--- src/common/dtp_pkg.sv ---
// package: register map, fields and constants of the dual timer block
package dtp_pkg;
	// register byte offsets (aligned words)
	localparam logic [7:0] ADDR_A_CMP = 8'h00;
	localparam logic [7:0] ADDR_B_CMP = 8'h04;
	localparam logic [7:0] ADDR_B_HCMP = 8'h08;
	localparam logic [7:0] ADDR_A_CNT = 8'h0C;
	localparam logic [7:0] ADDR_B_CNT = 8'h10;
	localparam logic [7:0] ADDR_A_MODE = 8'h14;
	localparam logic [7:0] ADDR_B_MODE = 8'h18;
	localparam logic [7:0] ADDR_SRC = 8'h1C;
	// mode control fields
	localparam int EN_BIT = 7;
	localparam int CLK_LSB = 3;
	localparam int MD_LSB = 1;
	localparam int OE_BIT = 0;
	// operation mode codes: {a_md[1:0], b_md[1:0]}
	localparam logic [3:0] MD_DISCRETE = 4'h0;
	localparam logic [3:0] MD_CASCADE = 4'h5;
	localparam logic [3:0] MD_CARRIER = 4'h3;
	localparam logic [3:0] MD_PWM = 4'h2;
	// timer a clock selects (3-bit field plus source extension bit)
	localparam logic [2:0] ACLK_DIV6 = 3'h0;
	localparam logic [2:0] ACLK_DIV8 = 3'h1;
	localparam logic [2:0] ACLK_DIV4 = 3'h2;
	localparam logic [2:0] ACLK_DIV10 = 3'h3;
	localparam logic [2:0] ACLK_BMATCH = 3'h4;
	localparam logic [2:0] ACLK_CARRIER = 3'h5;
	localparam int PRESC_W = 12;
	localparam logic [1:0] RESP_OKAY = 2'h0;
	localparam logic [1:0] RESP_SLVERR = 2'h2;
	localparam logic [7:0] CNT_RESET = 8'h00;
	localparam logic [7:0] MODE_RESET = 8'h00;
	typedef enum logic [2:0] {
		DTP_MDISC = 3'b001,
		DTP_MCASC = 3'b010,
		DTP_MCARPWM = 3'b100
	} dtp_mode_e;
endpackage

--- src/logic/dtp_timer.sv ---
// file: dual 8-bit timer with cascade, carrier and pwm, axi4-lite slave
//
// Operation
// - discrete: two independent 8-bit interval timers
// - cascade: one 16-bit interval timer
// - carrier: b carrier gated by a periods
// - pwm: b toggles output by two compares
// - a compare match raises timer a irq outside cascade
// - b compare match raises timer b irq in discrete; high compare match in carrier/pwm
// - cascade: b irq on joint match only
// - carrier/pwm: b compare sets low width
// - carrier/pwm: high compare sets high width
// - counters reset to zero; byte access
// - discrete a clears: enable, match, overflow
// - discrete b clears: enable, match, overflow
// - cascade both clear together on joint events
// - carrier: a match clear, b both-width clear
// - pwm b clears: enable, matches, overflow
// - cascade: b enable drives both counters
// - cascade: a clocked by b overflow
`timescale 1ns/10ps
module dtp_timer #(
	parameter int B_DIV = 1 // timer b count clock divide, system cycles
) (
	input wire logic aclk,
	input wire logic aresetn,
	input wire logic [7:0] s_axi_awaddr,
	input wire logic s_axi_awvalid,
	output logic s_axi_awready,
	input wire logic [31:0] s_axi_wdata,
	input wire logic [3:0] s_axi_wstrb,
	input wire logic s_axi_wvalid,
	output logic s_axi_wready,
	output logic [1:0] s_axi_bresp,
	output logic s_axi_bvalid,
	input wire logic s_axi_bready,
	input wire logic [7:0] s_axi_araddr,
	input wire logic s_axi_arvalid,
	output logic s_axi_arready,
	output logic [31:0] s_axi_rdata,
	output logic [1:0] s_axi_rresp,
	output logic s_axi_rvalid,
	input wire logic s_axi_rready,
	output logic timer_a_irq,
	output logic timer_b_irq,
	output logic timer_b_output_pin
);
	initial begin
		if (B_DIV < 1 || B_DIV > 255) begin
			$error("dtp_timer: B_DIV out of range");
		end
	end

	// local names for package items, nothing is imported
	localparam int PRESC_W = dtp_pkg::PRESC_W;
	localparam dtp_pkg::dtp_mode_e DTP_MDISC = dtp_pkg::DTP_MDISC;
	localparam dtp_pkg::dtp_mode_e DTP_MCASC = dtp_pkg::DTP_MCASC;
	localparam dtp_pkg::dtp_mode_e DTP_MCARPWM = dtp_pkg::DTP_MCARPWM;

	// software registers
	logic [7:0] timer_a_compare; // undefined at reset in silicon; held 0
	logic [7:0] timer_b_compare;
	logic [7:0] timer_b_high_width_compare;
	logic [7:0] timer_a_mode_control;
	logic [7:0] timer_b_mode_control;
	logic [7:0] timer_a_source_clock_control;
	logic [7:0] timer_a_counter;
	logic [7:0] timer_b_counter;
	logic out_lvl; // timer b output level before enable gate
	logic gate_lvl; // carrier gate from timer a
	logic [PRESC_W-1:0] presc; // free prescaler for timer a
	logic [7:0] bdiv; // timer b count clock divider

	// axi write channel latches
	logic aw_held;
	logic w_held;
	logic [7:0] aw_addr;
	logic [31:0] w_data;
	logic [3:0] w_strb;
	logic do_write;

	// decoded control
	logic [3:0] mode_code;
	dtp_pkg::dtp_mode_e mode;
	logic b_en;
	logic a_en;
	logic b_tick;
	logic a_tick;
	logic a_match;
	logic b_match;
	logic bh_match;
	logic [7:0] b_cmp_now;
	logic b_clr;
	logic a_clr;
	logic a_ovf;
	logic b_ovf;
	logic b_pulse; // timer b match output, feeds timer a on the b-match and carrier clock selects

	// one prescaler bit falling edge selector
	function automatic logic tap_edge(input logic [PRESC_W-1:0] p,
		input int n);
		logic all_set;
		// variable tap width, so scan bit by bit
		all_set = 1'b1;
		for (int i = 0; i < PRESC_W; i++) begin
			if (i < n && !p[i]) begin
				all_set = 1'b0;
			end
		end
		tap_edge = all_set;
	endfunction

	assign mode_code = {timer_a_mode_control[dtp_pkg::MD_LSB+:2],
		timer_b_mode_control[dtp_pkg::MD_LSB+:2]};

	// mode decode; prohibited codes fall back to discrete
	always_comb begin
		if (mode_code == dtp_pkg::MD_CASCADE) begin
			mode = DTP_MCASC;
		end else if (mode_code == dtp_pkg::MD_CARRIER ||
			mode_code == dtp_pkg::MD_PWM) begin
			mode = DTP_MCARPWM;
		end else begin
			mode = DTP_MDISC;
		end
	end

	// enables: in cascade only b's bit counts
	assign b_en = timer_b_mode_control[dtp_pkg::EN_BIT];
	assign a_en = (mode == DTP_MCASC) ? b_en
		: timer_a_mode_control[dtp_pkg::EN_BIT];

	// timer b count clock
	assign b_tick = b_en && (bdiv == 8'(B_DIV - 1));

	// compare against low or high width by output phase
	assign b_cmp_now = (mode == DTP_MCARPWM && out_lvl)
		? timer_b_high_width_compare : timer_b_compare;
	assign b_match = (timer_b_counter == timer_b_compare);
	assign bh_match = (timer_b_counter == b_cmp_now) && out_lvl;
	assign a_match = (timer_a_counter == timer_a_compare);
	assign a_ovf = (timer_a_counter == 8'hFF);
	assign b_ovf = (timer_b_counter == 8'hFF);
	assign b_pulse = b_tick && (timer_b_counter == b_cmp_now);

	// timer a count clock select
	always_comb begin
		a_tick = 1'b0;
		if (mode == DTP_MCASC) begin
			a_tick = b_tick && b_ovf;
		end else begin
			case (timer_a_mode_control[dtp_pkg::CLK_LSB+:3])
				dtp_pkg::ACLK_DIV6: a_tick = tap_edge(presc, 6);
				dtp_pkg::ACLK_DIV8: a_tick = tap_edge(presc, 8);
				dtp_pkg::ACLK_DIV4: a_tick = tap_edge(presc, 4);
				dtp_pkg::ACLK_DIV10: a_tick = timer_a_source_clock_control[0]
					? tap_edge(presc, 12) : tap_edge(presc, 10);
				dtp_pkg::ACLK_BMATCH: a_tick = b_pulse;
				dtp_pkg::ACLK_CARRIER: a_tick = b_pulse && out_lvl;
				default: a_tick = 1'b0;
			endcase
		end
		a_tick = a_tick && a_en;
	end

	// clear conditions per mode
	always_comb begin
		a_clr = 1'b0;
		b_clr = 1'b0;
		case (mode)
			DTP_MDISC: begin
				a_clr = a_match || a_ovf;
				b_clr = b_match || b_ovf;
			end
			DTP_MCASC: begin
				// joint match or joint overflow wraps all 16 bits
				a_clr = (a_match && b_match) || (a_ovf && b_ovf);
				b_clr = a_clr;
			end
			DTP_MCARPWM: begin
				a_clr = a_match;
				b_clr = (timer_b_counter == b_cmp_now) ||
					(mode_code == dtp_pkg::MD_PWM && b_ovf);
			end
			default: begin
				a_clr = 1'b0;
				b_clr = 1'b0;
			end
		endcase
	end

	// free prescaler
	always_ff @(posedge aclk) begin
		if (!aresetn) begin
			presc <= '0;
		end else begin
			presc <= presc + 1'b1;
		end
	end

	// timer b clock divider, held while stopped
	always_ff @(posedge aclk) begin
		if (!aresetn || !b_en || bdiv == 8'(B_DIV - 1)) begin
			bdiv <= 8'h00;
		end else begin
			bdiv <= bdiv + 8'h01;
		end
	end

	// timer b counter
	always_ff @(posedge aclk) begin
		if (!aresetn || !b_en) begin
			timer_b_counter <= dtp_pkg::CNT_RESET;
		end else if (b_tick) begin
			if (mode == DTP_MCASC) begin
				timer_b_counter <= b_clr ? dtp_pkg::CNT_RESET
					: timer_b_counter + 8'h01;
			end else begin
				timer_b_counter <= b_clr ? dtp_pkg::CNT_RESET
					: timer_b_counter + 8'h01;
			end
		end
	end

	// timer a counter; in cascade it is the high byte
	always_ff @(posedge aclk) begin
		if (!aresetn || !a_en) begin
			timer_a_counter <= dtp_pkg::CNT_RESET;
		end else if (mode == DTP_MCASC && b_tick && b_clr) begin
			timer_a_counter <= dtp_pkg::CNT_RESET;
		end else if (a_tick) begin
			timer_a_counter <= (a_clr && mode != DTP_MCASC)
				? dtp_pkg::CNT_RESET : timer_a_counter + 8'h01;
		end
	end

	// timer b output: toggles on each width match in carrier/pwm, on each b clear otherwise
	always_ff @(posedge aclk) begin
		if (!aresetn || !b_en) begin
			out_lvl <= 1'b0;
		end else if (b_tick && mode == DTP_MCARPWM &&
			timer_b_counter == b_cmp_now) begin
			out_lvl <= !out_lvl;
		end else if (b_tick && mode != DTP_MCARPWM && b_clr) begin
			out_lvl <= !out_lvl; // square wave
		end
	end

	// carrier gate flips every timer a period
	always_ff @(posedge aclk) begin
		if (!aresetn || !a_en) begin
			gate_lvl <= 1'b0;
		end else if (a_tick && a_match) begin
			gate_lvl <= !gate_lvl;
		end
	end

	// output pin register
	always_ff @(posedge aclk) begin
		if (!aresetn) begin
			timer_b_output_pin <= 1'b0;
		end else if (!timer_b_mode_control[dtp_pkg::OE_BIT]) begin
			timer_b_output_pin <= 1'b0;
		end else if (mode_code == dtp_pkg::MD_CARRIER) begin
			timer_b_output_pin <= out_lvl && gate_lvl;
		end else begin
			timer_b_output_pin <= out_lvl;
		end
	end

	// interrupt pulses, one aclk cycle wide
	always_ff @(posedge aclk) begin
		if (!aresetn) begin
			timer_a_irq <= 1'b0;
			timer_b_irq <= 1'b0;
		end else begin
			timer_a_irq <= a_tick && a_match &&
				mode != DTP_MCASC;
			if (mode == DTP_MCASC) begin
				timer_b_irq <= b_tick && a_match && b_match;
			end else if (mode == DTP_MCARPWM) begin
				timer_b_irq <= b_tick && bh_match;
			end else begin
				timer_b_irq <= b_tick && b_match;
			end
		end
	end

	// axi write address/data capture, either order
	assign s_axi_awready = !aw_held && !s_axi_bvalid;
	assign s_axi_wready = !w_held && !s_axi_bvalid;
	assign do_write = aw_held && w_held && !s_axi_bvalid;

	always_ff @(posedge aclk) begin
		if (!aresetn) begin
			aw_held <= 1'b0;
			w_held <= 1'b0;
			aw_addr <= 8'h00;
			w_data <= 32'h0;
			w_strb <= 4'h0;
			s_axi_bvalid <= 1'b0;
			s_axi_bresp <= dtp_pkg::RESP_OKAY;
		end else begin
			if (s_axi_awvalid && s_axi_awready) begin
				aw_held <= 1'b1;
				aw_addr <= s_axi_awaddr;
			end
			if (s_axi_wvalid && s_axi_wready) begin
				w_held <= 1'b1;
				w_data <= s_axi_wdata;
				w_strb <= s_axi_wstrb;
			end
			if (do_write) begin
				aw_held <= 1'b0;
				w_held <= 1'b0;
				s_axi_bvalid <= 1'b1;
				s_axi_bresp <= (aw_addr[7:2] > dtp_pkg::ADDR_SRC[7:2] ||
					aw_addr == dtp_pkg::ADDR_A_CNT ||
					aw_addr == dtp_pkg::ADDR_B_CNT)
					? dtp_pkg::RESP_SLVERR : dtp_pkg::RESP_OKAY;
			end else if (s_axi_bready) begin
				s_axi_bvalid <= 1'b0;
			end
		end
	end

	// register writes, low byte lane only
	always_ff @(posedge aclk) begin
		if (!aresetn) begin
			timer_a_compare <= 8'h00;
			timer_b_compare <= 8'h00;
			timer_b_high_width_compare <= 8'h00;
			timer_a_mode_control <= dtp_pkg::MODE_RESET;
			timer_b_mode_control <= dtp_pkg::MODE_RESET;
			timer_a_source_clock_control <= dtp_pkg::MODE_RESET;
		end else if (do_write && w_strb[0]) begin
			if (aw_addr[7:2] == dtp_pkg::ADDR_A_CMP[7:2]) begin
				timer_a_compare <= w_data[7:0];
			end else if (aw_addr[7:2] == dtp_pkg::ADDR_B_CMP[7:2]) begin
				timer_b_compare <= w_data[7:0];
			end else if (aw_addr[7:2] == dtp_pkg::ADDR_B_HCMP[7:2]) begin
				timer_b_high_width_compare <= w_data[7:0];
			end else if (aw_addr[7:2] == dtp_pkg::ADDR_A_MODE[7:2]) begin
				timer_a_mode_control <= w_data[7:0] & 8'hBE;
			end else if (aw_addr[7:2] == dtp_pkg::ADDR_B_MODE[7:2]) begin
				timer_b_mode_control <= w_data[7:0] & 8'hBF;
			end else if (aw_addr[7:2] == dtp_pkg::ADDR_SRC[7:2]) begin
				timer_a_source_clock_control <= w_data[7:0] & 8'h01;
			end
		end
	end

	// read channel, one cycle answer
	assign s_axi_arready = !s_axi_rvalid;

	always_ff @(posedge aclk) begin
		if (!aresetn) begin
			s_axi_rvalid <= 1'b0;
			s_axi_rdata <= 32'h0;
			s_axi_rresp <= dtp_pkg::RESP_OKAY;
		end else if (s_axi_arvalid && s_axi_arready) begin
			s_axi_rvalid <= 1'b1;
			s_axi_rresp <= dtp_pkg::RESP_OKAY;
			if (s_axi_araddr[7:2] == dtp_pkg::ADDR_A_CMP[7:2]) begin
				s_axi_rdata <= {24'h0, timer_a_compare};
			end else if (s_axi_araddr[7:2] == dtp_pkg::ADDR_B_CMP[7:2]) begin
				s_axi_rdata <= {24'h0, timer_b_compare};
			end else if (s_axi_araddr[7:2] == dtp_pkg::ADDR_B_HCMP[7:2]) begin
				s_axi_rdata <= {24'h0, timer_b_high_width_compare};
			end else if (s_axi_araddr[7:2] == dtp_pkg::ADDR_A_CNT[7:2]) begin
				s_axi_rdata <= {24'h0, timer_a_counter};
			end else if (s_axi_araddr[7:2] == dtp_pkg::ADDR_B_CNT[7:2]) begin
				s_axi_rdata <= {24'h0, timer_b_counter};
			end else if (s_axi_araddr[7:2] == dtp_pkg::ADDR_A_MODE[7:2]) begin
				s_axi_rdata <= {24'h0, timer_a_mode_control};
			end else if (s_axi_araddr[7:2] == dtp_pkg::ADDR_B_MODE[7:2]) begin
				s_axi_rdata <= {24'h0, timer_b_mode_control};
			end else if (s_axi_araddr[7:2] == dtp_pkg::ADDR_SRC[7:2]) begin
				s_axi_rdata <= {24'h0, timer_a_source_clock_control};
			end else begin
				s_axi_rdata <= 32'h0;
				s_axi_rresp <= dtp_pkg::RESP_SLVERR;
			end
		end else if (s_axi_rready) begin
			s_axi_rvalid <= 1'b0;
		end
	end
endmodule // dtp_timer

--- config.mk ---
export PLATFORM = sky130hd
export DESIGN_NAME = dtp_timer
export DESIGN_NICKNAME = d
export VERILOG_FILES = /design/src/common/dtp_pkg.sv /design/src/logic/dtp_timer.sv
export SDC_FILE = /design/constraint.sdc
export NUM_CORES = 1
export LEC_CHECK = 0
export CAP_MARGIN = 25
export CELL_PAD_IN_SITES_DETAIL_PLACEMENT = 1
export CELL_PAD_IN_SITES_GLOBAL_PLACEMENT = 1
export CORE_MARGIN = 2
export CORE_UTILIZATION = 52
export DETAILED_ROUTE_END_ITERATION = 10
export DONT_BUFFER_PORTS = 1
export GPL_ROUTABILITY_DRIVEN = 0
export PLACE_DENSITY = 0.95
export SYNTH_ARGS = -nofsm -noshare
export SYNTH_HDL_FRONTEND = slang
export SYNTH_SLANG_ARGS = --single-unit
--- constraint.sdc ---
create_clock -name aclk -period 6.37 [get_ports aclk]
set_clock_uncertainty 0.15 [all_clocks]
set_input_delay 0.3185 -clock aclk [delete_from_list [all_inputs] [get_ports aclk]]
set_output_delay 0.3185 -clock aclk [all_outputs]
set_load 0.05 [all_outputs]
# Yosys cells after proc, flatten, opt, wreduce, memory -nomap -nowiden
# Index checks and enable logic that the tools add are counted.
dict set report totals {
  in_bits 59
  regBits 136
}
dict set report op_classes {
  add_sub_neg 4
  n_eq_ne 32
  order_cmp 1
  reduce_logical 67
  mux 49
  bitwise 6
}
# operator count
set op_table {}
lappend op_table {{two-way mux 8 bit} 10}
lappend op_table {{equality test 6 x 3 -> 1 bit, second input constant} 7}
lappend op_table {{logical AND 1 bit} 32}
lappend op_table {{two-way mux 1 bit} 25}
lappend op_table {{adder 8 x 1 -> 8 bit, second input constant} 3}
lappend op_table {{equality test 8 bit} 3}
lappend op_table {{equality test 6 x 2 -> 1 bit, second input constant} 3}
lappend op_table {{two-way mux 2 bit} 9}
lappend op_table {{equality test 8 bit, second input constant} 2}
lappend op_table {{adder 12 x 1 -> 12 bit, second input constant} 1}
lappend op_table {{equality test 6 x 1 -> 1 bit, second input constant} 2}
lappend op_table {{logical NOT 6 bit} 2}
lappend op_table {{logical OR 1 bit} 10}
lappend op_table {{equality test 3 x 2 -> 1 bit, second input constant} 3}
lappend op_table {{equality test 3 bit, second input constant} 3}
lappend op_table {{logical NOT 1 bit} 9}
lappend op_table {{equality test 4 x 2 -> 1 bit, second input constant} 2}
lappend op_table {{equality test 8 x 4 -> 1 bit, second input constant} 1}
lappend op_table {{equality test 8 x 5 -> 1 bit, second input constant} 1}
lappend op_table {{logical NOT 8 bit} 1}
lappend op_table {{AND reduction 7 bit} 1}
lappend op_table {{equality test 3 x 1 -> 1 bit, second input constant} 2}
lappend op_table {{> comparator 6 x 3 -> 1 bit, second input constant} 1}
lappend op_table {{two-way mux 3 bit} 2}
lappend op_table {{14 further kinds} 24}

# Longest topological paths before layout
# Gate-level depths: netlist of the first run.
dict set report depth {
  ltp_word 18
  depth_mapped 10
  depth_no_buf 9
}

# Worst setup path before layout of the first run
# No wires, ideal clock.
dict set report synth_timing {
  path_kind {reg2reg}
  start {reg bdiv[0]}
  end {reg timer_a_counter[7]}
  synth_period_minus_slack_ns 2.584
  arrival_time_ns 2.362
  setup_slack_ns 3.786
  path_stages_with_launch 11
  n_path_buf 1
  path_cell_list {dfxtp_1 -> inv_1 -> ha_1 -> or4b_4 -> nor4_4 -> nand2_2 -> o32ai_4 -> nor2_2 -> buf_6 -> or4_1 -> a21oi_1}
}
dict set report synth_via {
  elab_chain_len 7
}
# element line_no
set synth_rtl {}
lappend synth_rtl {{start: declaration} dtp_timer.sv:72} ;# logic [7:0] bdiv;
lappend synth_rtl {{start signal: assignment} dtp_timer.sv:206} ;# bdiv <= bdiv + 8'h01;
lappend synth_rtl {{logical NOT 8 bit (*)} dtp_timer.sv:134} ;# assign b_tick = b_en && (bdiv == 8'(B_DIV - 1));
lappend synth_rtl {{logical AND 1 bit (*)} dtp_timer.sv:134}
lappend synth_rtl {{logical AND 1 bit} dtp_timer.sv:144} ;# assign b_pulse = b_tick && (timer_b_counter == b_cmp_now);
lappend synth_rtl {{logical AND 1 bit} dtp_timer.sv:159} ;# dtp_pkg::ACLK_CARRIER: a_tick = b_pulse && out_lvl;
lappend synth_rtl {{one-hot mux 1 bit (6 select lines)} dtp_timer.sv:152} ;# case (timer_a_mode_control[dtp_pkg::CLK_LSB+:3])
lappend synth_rtl {{two-way mux 1 bit} dtp_timer.sv:149} ;# if (mode == DTP_MCASC) begin
lappend synth_rtl {{logical AND 1 bit} dtp_timer.sv:163} ;# a_tick = a_tick && a_en;
lappend synth_rtl {{end signal: assignment} dtp_timer.sv:228} ;# timer_a_counter <= dtp_pkg::CNT_RESET;
lappend synth_rtl {{end signal: assignment} dtp_timer.sv:230} ;# timer_a_counter <= dtp_pkg::CNT_RESET;
lappend synth_rtl {{end signal: assignment} dtp_timer.sv:232} ;# timer_a_counter <= (a_clr && mode != DTP_MCASC)
lappend synth_rtl {{end: declaration} dtp_timer.sv:67} ;# logic [7:0] timer_a_counter;
# Mark *: on every way between the ends. The rest lies on a longest branch, timed or not.
# A chain may end at the register's enable or synchronous reset.

# Worst setup path after layout of the first run
dict set report layout_timing {
  start {reg s_axi_bvalid}
  end {reg timer_a_compare[1]}
}
dict set report layout_via {
  elab_chain_len 4
}
# element line_no
set layout_rtl {}
lappend layout_rtl {{start: declaration} dtp_timer.sv:35} ;# output logic s_axi_bvalid,
lappend layout_rtl {{start signal: assignment} dtp_timer.sv:301} ;# s_axi_bvalid <= 1'b0;
lappend layout_rtl {{start signal: assignment} dtp_timer.sv:316} ;# s_axi_bvalid <= 1'b1;
lappend layout_rtl {{start signal: assignment} dtp_timer.sv:322} ;# s_axi_bvalid <= 1'b0;
lappend layout_rtl {{logical NOT 1 bit} dtp_timer.sv:292} ;# assign do_write = aw_held && w_held && !s_axi_bvalid;
lappend layout_rtl {{logical AND 1 bit} dtp_timer.sv:292}
lappend layout_rtl {{logical AND 1 bit} dtp_timer.sv:336} ;# end else if (do_write && w_strb[0]) begin
lappend layout_rtl {{AND reduction 2 bit (no line)} n/a}
lappend layout_rtl {{end signal: assignment} dtp_timer.sv:338} ;# timer_a_compare <= w_data[7:0];
lappend layout_rtl {{end: declaration} dtp_timer.sv:61} ;# logic [7:0] timer_a_compare;
# Every way passes these cells.

==> results.yml, run 1 <==
timing:
  finalCriticalPeriod_ps: 3140
  timing.hold.ws_ps: 68.3
  hold_viol_final: 0
  rsz0062_at_grt: "false"
  slew-limit-headroom: 0.277
  fin_ws_ps: 3230
  clock.fmax_mhz: 319
  tns_ps: 0
  worst-slew-pin-transition_ps: 1080
  post-route-period-util: 0.493
  final_max_slew_viol_count: 0
  setup_viol: 0
grt:
  antenna_found_initial: 0
  grt.total_usage: 0.313
  grt_pass1_wl_um: 27800
  grt_pass1_vias: 5086
  grt_overflow_total: 0
  grt_max_degree: 84
placed_design:
  place_hpwl_um: 11300
  place_inst: 754
  dpl_cell_area_um2: 5710
  port_buffers: 0
  pre_cts_ws_ps: 3390
critical_path:
  crit_path_start_kind: "register"
  crit_path_end: "timer_a_compare[1]"
  rr_endpoint: "timer_a_compare[1]"
  slowest_delay_ps: 820
  path_class: "register to register"
  arrival_ps: 3280
  crit_buf_inv: 0
  end_kind: "register"
  crit_chain: "nand3b_1 -> nor4_1 -> nand3b_1 -> nor3_2 -> mux2i_1 -> nor2b_1"
  reg2reg_depth: 6
  cp_top_family: "simple AND/OR/NAND/NOR gates"
  r2r-start: "s_axi_bvalid"
  cp_data_required_time_ps: 6510
  cp-startpoint: "s_axi_bvalid"
  cp_num_cells: 6
  path_max_fanout: 8
  r2r_setup_slack_ps: 3230
  crit_slowest_cell: "nor3_2"
  crit_top_cell: "nand3b_1"
clock_tree:
  clock_tree.buffer_depth: 2
  cts-root-buf: "clkbuf_8"
  clk-insertion-delay-late_ps: 400
  path_clk_slew_ps: 120
  h-tree-depth: 3
  cts_tree: "done"
  cts-buffers-inserted: 9
  cts_setup_buffers: 0
  clock_sinks: 110
routing:
  drt_iter0_drc: 294
  dr.pass1.iters: 5
  post-route-drc-count: 0
  drt-wirelength-per-cell_um: 22.3
  vias: 4873
  vias_per_cell: 6.15
  wirelength_um: 17700
  detail-route-antenna-nets: 0
final_layout:
  drive_gt1_frac: 0.0552
  final_nets: 712
  final_cell_mix: "110 x dfxtp_1, 76 x nand2_1, 53 x nor2b_1"
  syn2layout_area_growth_pct: 6.97
  layout.cells.non_filler: 792
  design_area_um2: 6150
  num_antenna_cells: 0
  utilization: 0.570
  final_common_cell: "dfxtp_1"
synth:
  ys_types: 66
  synthesis.instances: 644
  synth_seq_cells: 110
  avgSynthCellArea_um2: 8.93
  seq_area_frac_synth: 0.383
  yosysWarningCount: 0
  synth_edf_count: 0
  synth_area_um2: 5750
  ys_dominant_reg_cell: "dfxtp_1"
  synthArstFlopShare: 0
die:
  initial_core_util: 0.533
  io-pin-count: 103
  die_width_um: 109
  rows: 38
  core_area_um2: 10800
  die_h_um: 109
  die_area_um2: 11900
pwr:
  power.density_nw_per_um2: 210
  finalPower_mw: 1.29
  ir_worst_vdd_mv: 0.126
  p_leak_nw: 2.34
flow_run:
  cap_violations: 0
min_path:
  hold_path_class: "input port to register"
status:
  outcome: "finished clean"
-- Yosys cell counts (8+ instances only) --
cell / n / area share
a21boi_0: 19 / 0.025
a21oi_1: 13 / 0.011
and2_1: 25 / 0.027
buf_4: 26 / 0.034
clkbuf_1: 26 / 0.017
dfxtp_1: 110 / 0.38
inv_1: 12 / 0.0078
mux2i_1: 52 / 0.091
nand2_1: 76 / 0.050
nand3_1: 16 / 0.014
nand4_1: 8 / 0.0087
nor2_1: 38 / 0.025
nor2b_1: 53 / 0.058
o21ai_0: 18 / 0.016
xnor2_1: 18 / 0.027
xor2_1: 28 / 0.043
-- how the worst min path moves through the flow --
stage               depth (start not counted)              to  slack [ps]             from
global route                                3  s_axi_rdata[0]          90  s_axi_araddr[4]
global placement                            1         bdiv[0]         290          bdiv[0]
CTS                                         3  s_axi_rdata[0]          60  s_axi_araddr[4]
floorplan                                   1         bdiv[0]         280          bdiv[0]
finish                                      3  s_axi_rdata[0]          70  s_axi_araddr[4]
detailed placement                          2     timer_b_irq         300          aresetn
-- registers in the layout, indices dropped and copies added (netlist names), 6 cells and up --
name                        flops
bdiv                            8
timer_a_mode_control            6
presc                          12
timer_b_compare                 8
timer_a_compare                 8
w_data                          8
aw_addr                         8
s_axi_rdata                     8
timer_a_counter                 8
timer_b_counter                 8
timer_b_high_width_compare      8
timer_b_mode_control            7
-- tightest hold or removal path, delay by kind of cell --
kind | cells | cell delay (ps)
compound gates | 2 | 170
simple gates | 1 | 60
-- cell type report --
type                    count  area, µm²
inverters                  13       48.8
clock inverters             4       53.8
repair buffers             24        253
well taps                 140        175
fillers                  1255       4640
flip-flops and latches    110       2200
multi-input cells         489       3270
clock buffers              12        145
-- cell families (layout without fill, tap and decap cells) --
logic type / count (synthesis) / in the layout / share of synthesized area
simple gates: 265 / 265 / 0.248
flops: 110 / 110 / 0.383
compound gates: 88 / 88 / 0.108
buf+inv: 70 / 53 / 0.0642
mux: 58 / 58 / 0.112
xor+xnor: 46 / 46 / 0.0701
fa+ha+maj: 6 / 6 / 0.0131
other cells: 1 / 26 / 0.000652
-- per-layer routing --
layer,global-route usage,wire (µm),vias to the layer above
met5,0,0,-
met4,0.147,742,0
met3,0.0586,1200,66
met2,0.547,8730,239
met1,0.367,7000,2408
li1,-,-,2160
-- power breakdown --
part / switching, mW / internal, mW
logic: 0.0775 / 0.0322
registers: 0.0251 / 0.700
clock network: 0.260 / 0.195
-- timing repair --
action                                  4_1_cts  5_1_grt
hold buffers                                 22        0
endpoints found under the hold margin        85        0
endpoints found under the setup margin        0        0
gates resized for setup                       0        0
Power figures use the tool's default switching activity.
==> inputs of run 2 (changes only) <==
--- a/config.mk
+++ b/config.mk
@@ -9,11 +9,11 @@
 export CELL_PAD_IN_SITES_DETAIL_PLACEMENT = 1
 export CELL_PAD_IN_SITES_GLOBAL_PLACEMENT = 1
 export CORE_MARGIN = 2
-export CORE_UTILIZATION = 52
+export CORE_UTILIZATION = 48
 export DETAILED_ROUTE_END_ITERATION = 10
 export DONT_BUFFER_PORTS = 1
 export GPL_ROUTABILITY_DRIVEN = 0
-export PLACE_DENSITY = 0.95
+export PLACE_DENSITY = 0.9
 export SYNTH_ARGS = -nofsm -noshare
 export SYNTH_HDL_FRONTEND = slang
 export SYNTH_SLANG_ARGS = --single-unit
==> constraint.sdc (replaced) <==
create_clock -name aclk -period 3 [get_ports aclk]
set_clock_uncertainty 0.15 [all_clocks]
set_input_delay 0.15 -clock aclk [delete_from_list [all_inputs] [get_ports aclk]]
set_output_delay 0.15 -clock aclk [all_outputs]
set_load 0.05 [all_outputs]
==> results.yml, run 2 (synthesis results as in run 1) <==
die:
  die_area_um2: 12900
  die_width_um: 113
  initial_core_util: 0.497
  die_h_um: 113
  core_area_um2: 11600
  io-pin-count: 103
  rows: 39
routing:
  detail-route-antenna-nets: 0
  dr.pass1.iters: 8
  drt_iter0_drc: 303
  vias: 4771
  drt-wirelength-per-cell_um: 21.4
  post-route-drc-count: 0
  wirelength_um: 17300
  vias_per_cell: 5.90
grt:
  gr-usage-met2: 0.479
  grt_overflow_total: 0
  grt_max_degree: 86
  antenna_found_initial: 0
  grt.total_usage: 0.282
  grt_pass1_wl_um: 27900
  globalRouteMet1Util: 0.323
  met3_usage: 0.0765
  top_usage_layer: "met2"
  grt_pass1_vias: 5219
critical_path:
  arrival_ps: 2920
  slowest_delay_ps: 490
  path_class: "register to register"
  cp_data_required_time_ps: 3140
  crit_chain: "and4bb_1 -> a2111oi_1 -> a22oi_1 -> nor4_4 -> nor2_2 -> or4_1 -> a21oi_1"
  r2r-start: "timer_a_mode_control[2]"
  path_max_fanout: 11
  cp-startpoint: "timer_a_mode_control[2]"
  end_kind: "register"
  crit_slowest_cell: "or4_1"
  crit_path_start_kind: "register"
timing:
  hold_viol_final: 1
  fin_ws_ps: 222
  setup_viol: 0
  rsz0062_at_grt: "false"
  slew-limit-headroom: 0.483
  finalCriticalPeriod_ps: 2780
  timing.hold.ws_ps: -6.27
  worst-slew-pin-transition_ps: 767
  tns_ps: 0
  final_max_slew_viol_count: 0
  post-route-period-util: 0.926
  clock.fmax_mhz: 360
pwr:
  p_leak_nw: 2.46
  ir_worst_vdd_mv: 0.548
  power.density_nw_per_um2: 469
clock_tree:
  cts_tree: "done"
  clock_sinks: 110
  cts-root-buf: "clkbuf_16"
  clock_tree.buffer_depth: 2
  clk-insertion-delay-late_ps: 380
  h-tree-depth: 3
  path_clk_slew_ps: 80
  cts_setup_buffers: 0
  cts-buffers-inserted: 9
final_layout:
  largest_register_ffs: 12
  utilization: 0.550
  layout.cells.non_filler: 809
  num_antenna_cells: 0
  fill_cells: 1349
  final_cell_mix: "110 x dfxtp_1, 76 x nand2_1, 53 x nor2b_1"
  final_common_cell: "dfxtp_1"
  final_nets: 726
  top_register: "presc"
  syn2layout_area_growth_pct: 10.7
  drive_gt1_frac: 0.0706
status:
  outcome: "finished, violations left"
  violations: "negative hold slack"
placed_design:
  port_buffers: 0
  place_inst: 766
  pre_cts_ws_ps: 194
  place_hpwl_um: 11500
flow_run:
  cap_violations: 0
min_path:
  min-delay-start: "s_axi_araddr[4]"
  hold_path_class: "input port to register"
==> run 2: critical path: cells and delay by family, from the launching register on <==
kind / cells / cell delay [ps]
AOI/OAI and AO/OA: 3 / 720
DFF: 1 / 460
and+or+nand+nor: 4 / 1380
==> run 2: layer usage <==
metal / share of wire / up-vias / routed length [µm]
met2: 0.50 / 193 / 8660
li1: - / 2193 / -
met4: 0.043 / 0 / 736
met1: 0.39 / 2335 / 6780
met5: 0 / - / 0
met3: 0.066 / 50 / 1140
==> run 2: area by class of cell <==
class	count	area, µm²	share of cell area
multi-input cells	489	3270	0.514
flip-flops and latches	110	2200	0.346
repair buffers	38	370	0.0582
clock buffers	10	239	0.0376
well taps	143	179	0.0281
clock inverters	6	52.6	0.00826
inverters	13	48.8	0.00767
==> run 2: power breakdown <==
part | internal (mW) | switching, mW | total [mW] | leakage [nW]
clock network | 0.602 | 0.601 | 1.20 | 0.143
logic | 0.0765 | 0.168 | 0.244 | 1.43
registers | 1.49 | 0.0538 | 1.54 | 0.890
==> run 2: through the flow <==
| stage | area (µm²) | power (mW) |
|---|---|---|
| after floorplan | 5840 | 1.77 |
| after global placement | 5780 | 1.75 |
| after detailed placement | 5780 | 1.76 |
| after CTS | 6360 | 2.98 |
| after global routing | 6360 | 3.08 |
| final | 6360 | 2.99 |
==> run 2: final timing paths <==
path                            slack, ps  cells past startpoint                  to
worst max-delay path                  220                      7  timer_a_counter[7]
worst min register to register        320                      1             bdiv[0]
worst min-delay path                   -6                      3      s_axi_rdata[7]
worst max register to register        220                      7  timer_a_counter[7]
==> run 2: what timing repair did <==
item	CTS	global route
endpoints found under the hold margin	87	0
resized for setup	0	1
hold buffers	27	0
endpoints found under the setup margin	0	2
==> inputs of run 3 (changes only) <==
--- a/config.mk
+++ b/config.mk
@@ -5,15 +5,16 @@
 export SDC_FILE = /design/constraint.sdc
 export NUM_CORES = 1
 export LEC_CHECK = 0
+export ABC_AREA = 1
 export CAP_MARGIN = 25
 export CELL_PAD_IN_SITES_DETAIL_PLACEMENT = 1
 export CELL_PAD_IN_SITES_GLOBAL_PLACEMENT = 1
 export CORE_MARGIN = 2
-export CORE_UTILIZATION = 48
+export CORE_UTILIZATION = 45
 export DETAILED_ROUTE_END_ITERATION = 10
 export DONT_BUFFER_PORTS = 1
 export GPL_ROUTABILITY_DRIVEN = 0
-export PLACE_DENSITY = 0.9
+export PLACE_DENSITY = 0.89
 export SYNTH_ARGS = -nofsm -noshare
 export SYNTH_HDL_FRONTEND = slang
 export SYNTH_SLANG_ARGS = --single-unit
==> results.yml, run 3 <==
synth:
  yosysTopAreaCell: "dfxtp_1"
  muxShareOfSynthArea: 0
  synthesis.instances: 806
  synth_seq_cells: 110
  synth-xor-area-share: 0.0293
  synthArstFlopShare: 0
  seq_area_frac_synth: 0.387
  synth_area_um2: 5680
  yosys-top-cells-area: "dfxtp_1 39%, nand2_1 10%, a21oi_1 7.0%"
  yosysWarningCount: 0
  synth_fa_ha_area_frac: 0.0132
  avgSynthCellArea_um2: 7.05
  synth_top_family_by_area: "simple AND/OR/NAND/NOR gates"
  synth_most_common_cell: "nand2_1"
  ys_types: 46
  synth-compound-area-share: 0.182
  synth_edf_count: 0
  ys_dominant_reg_cell: "dfxtp_1"
  synthTopCellsByCount: "155 x nand2_1, 110 x dfxtp_1, 94 x inv_1"
  synth-simple-area-share: 0.267
  synth_top_cell_area_share: 0.387
final_layout:
  num_antenna_cells: 0
  final_nets: 892
  largest_register_ffs: 12
  syn2layout_area_growth_pct: 11.1
  drive_gt1_frac: 0.0638
  top_register: "presc"
  final_cell_mix: "154 x nand2_1, 109 x dfxtp_1, 94 x inv_1"
  layout.cells.non_filler: 1003
  fill_cells: 1614
  final_common_cell: "nand2_1"
routing:
  post-route-drc-count: 0
  detail-route-antenna-nets: 0
  wirelength_um: 18600
  vias: 5734
  dr.pass1.iters: 5
  drt_iter0_drc: 315
  drt-wirelength-per-cell_um: 18.6
  vias_per_cell: 5.72
critical_path:
  path_max_fanout: 10
  r2r_setup_slack_ps: 230
  crit_path_start_kind: "register"
  cp_data_required_time_ps: 3100
  arrival_ps: 2870
  path_class: "register to register"
  end_kind: "register"
timing:
  finalCriticalPeriod_ps: 2770
  final_max_slew_viol_count: 0
  timing.hold.ws_ps: 28.6
  rsz0062_at_grt: "false"
  slew-limit-headroom: 0.311
  post-route-period-util: 0.923
  hold_viol_final: 0
  setup_viol: 0
  worst-slew-pin-transition_ps: 1030
  clock.fmax_mhz: 361
  tns_ps: 0
  fin_ws_ps: 230
pwr:
  finalPower_mw: 3.02
  power.density_nw_per_um2: 479
  ir_worst_vdd_mv: 0.392
  p_leak_nw: 2.50
die:
  rows: 41
  io-pin-count: 103
  initial_core_util: 0.456
  die_area_um2: 13500
  core_area_um2: 12500
  die_width_um: 116
  die_h_um: 116
clock_tree:
  path_clk_slew_ps: 80
  cts-root-buf: "clkbuf_16"
  clock_sinks: 110
  cts_setup_buffers: 0
  clk-insertion-delay-late_ps: 360
  h-tree-depth: 3
  cts_tree: "done"
  clock_tree.buffer_depth: 2
  cts-buffers-inserted: 9
min_path:
  hold_path_class: "input port to register"
placed_design:
  pre_cts_ws_ps: 382
  place_hpwl_um: 12600
  port_buffers: 0
  place_inst: 962
status:
  outcome: "finished clean"
flow_run:
  cap_violations: 0
grt:
  grt.total_usage: 0.285
  grt_pass1_wl_um: 29700
  grt_overflow_total: 0
  grt_max_degree: 55
  antenna_found_initial: 0
  grt_pass1_vias: 5858
-- run 3: cell types whose count changed in the layout (fill, tap and decap cells not counted), sizes merged, moves of 18 or more --
cell / delta
inv: +86
nand2: +81
a21oi: +67
nor2: +54
nor2b: -53
mux2i: -52
o21ai: +43
and2: -25
a21boi: -19
nand3: +18
-- run 3: metal layers --
| layer | track usage | part of all wire | vias to the layer above |
|---|---|---|---|
| li1 | - | - | 2671 |
| met1 | 0.341 | 0.41 | 2817 |
| met2 | 0.509 | 0.51 | 196 |
| met3 | 0.0498 | 0.054 | 50 |
| met4 | 0.109 | 0.030 | 0 |
| met5 | 0 | 0 | - |
-- run 3: where the power goes --
group / switching [mW] / internal, mW / leakage (nW)
Clock: 0.600 / 0.577 / 0.139
Combinational: 0.237 / 0.0669 / 1.47
Sequential: 0.0453 / 1.50 / 0.892
Total: 0.882 / 2.14 / 2.50
-- run 3: path summary, 6_finish.rpt --
path / startpoint / cells after the start / to
worst min-delay path: s_axi_araddr[4] / 4 / s_axi_rdata[6]
worst max-delay path: s_axi_rvalid / 6 / s_axi_rresp[1]
worst max register to register: s_axi_rvalid / 6 / s_axi_rresp[1]
worst min register to register: presc[0] / 1 / presc[0]
-- run 3: cell type report --
| type | instances | area [µm²] | area share |
|---|---|---|---|
| Timing Repair Buffer | 37 | 353 | 0.0559 |
| Inverter | 98 | 368 | 0.0583 |
| Multi-Input combinational cell | 571 | 2900 | 0.459 |
| Clock buffer | 9 | 225 | 0.0357 |
| Clock inverter | 6 | 51.3 | 0.00813 |
| Tap cell | 172 | 215 | 0.0341 |
| Sequential cell | 110 | 2200 | 0.349 |
-- run 3: timing repair --
| item | in CTS | in global routing |
|---|---|---|
| endpoints found under the setup margin | 0 | 1 |
| endpoints found under the hold margin | 61 | 5 |
| resized for setup | 0 | 2 |
| hold buffers | 25 | 1 |
-- run 3: worst max-delay path, stage by stage (launching register included) --
cell and delay [ps]:
dfxtp_2 510, inv_1 340, nand2_2 290, clkinv_1 320, o21ai_0 380, a31oi_1 90, dlygate4sd3_1 580
-- run 3: logic make-up after synthesis --
kind of cell	Yosys count
AO/OA/AOI/OAI	183
XOR/XNOR	19
adder cells (fa/ha/maj)	6
buffers and inverters	150
flip-flops	110
other	1
AND/OR/NAND/NOR	337
-- run 3: metrics by stage --
step           instance area [µm²]   util
2_1_floorplan                 5780      -
3_5_place_dp                  5760  0.462
3_3_place_gp                  5760  0.462
6_report                      6310  0.506
4_1_cts                       6300  0.505
5_1_grt                       6310  0.506
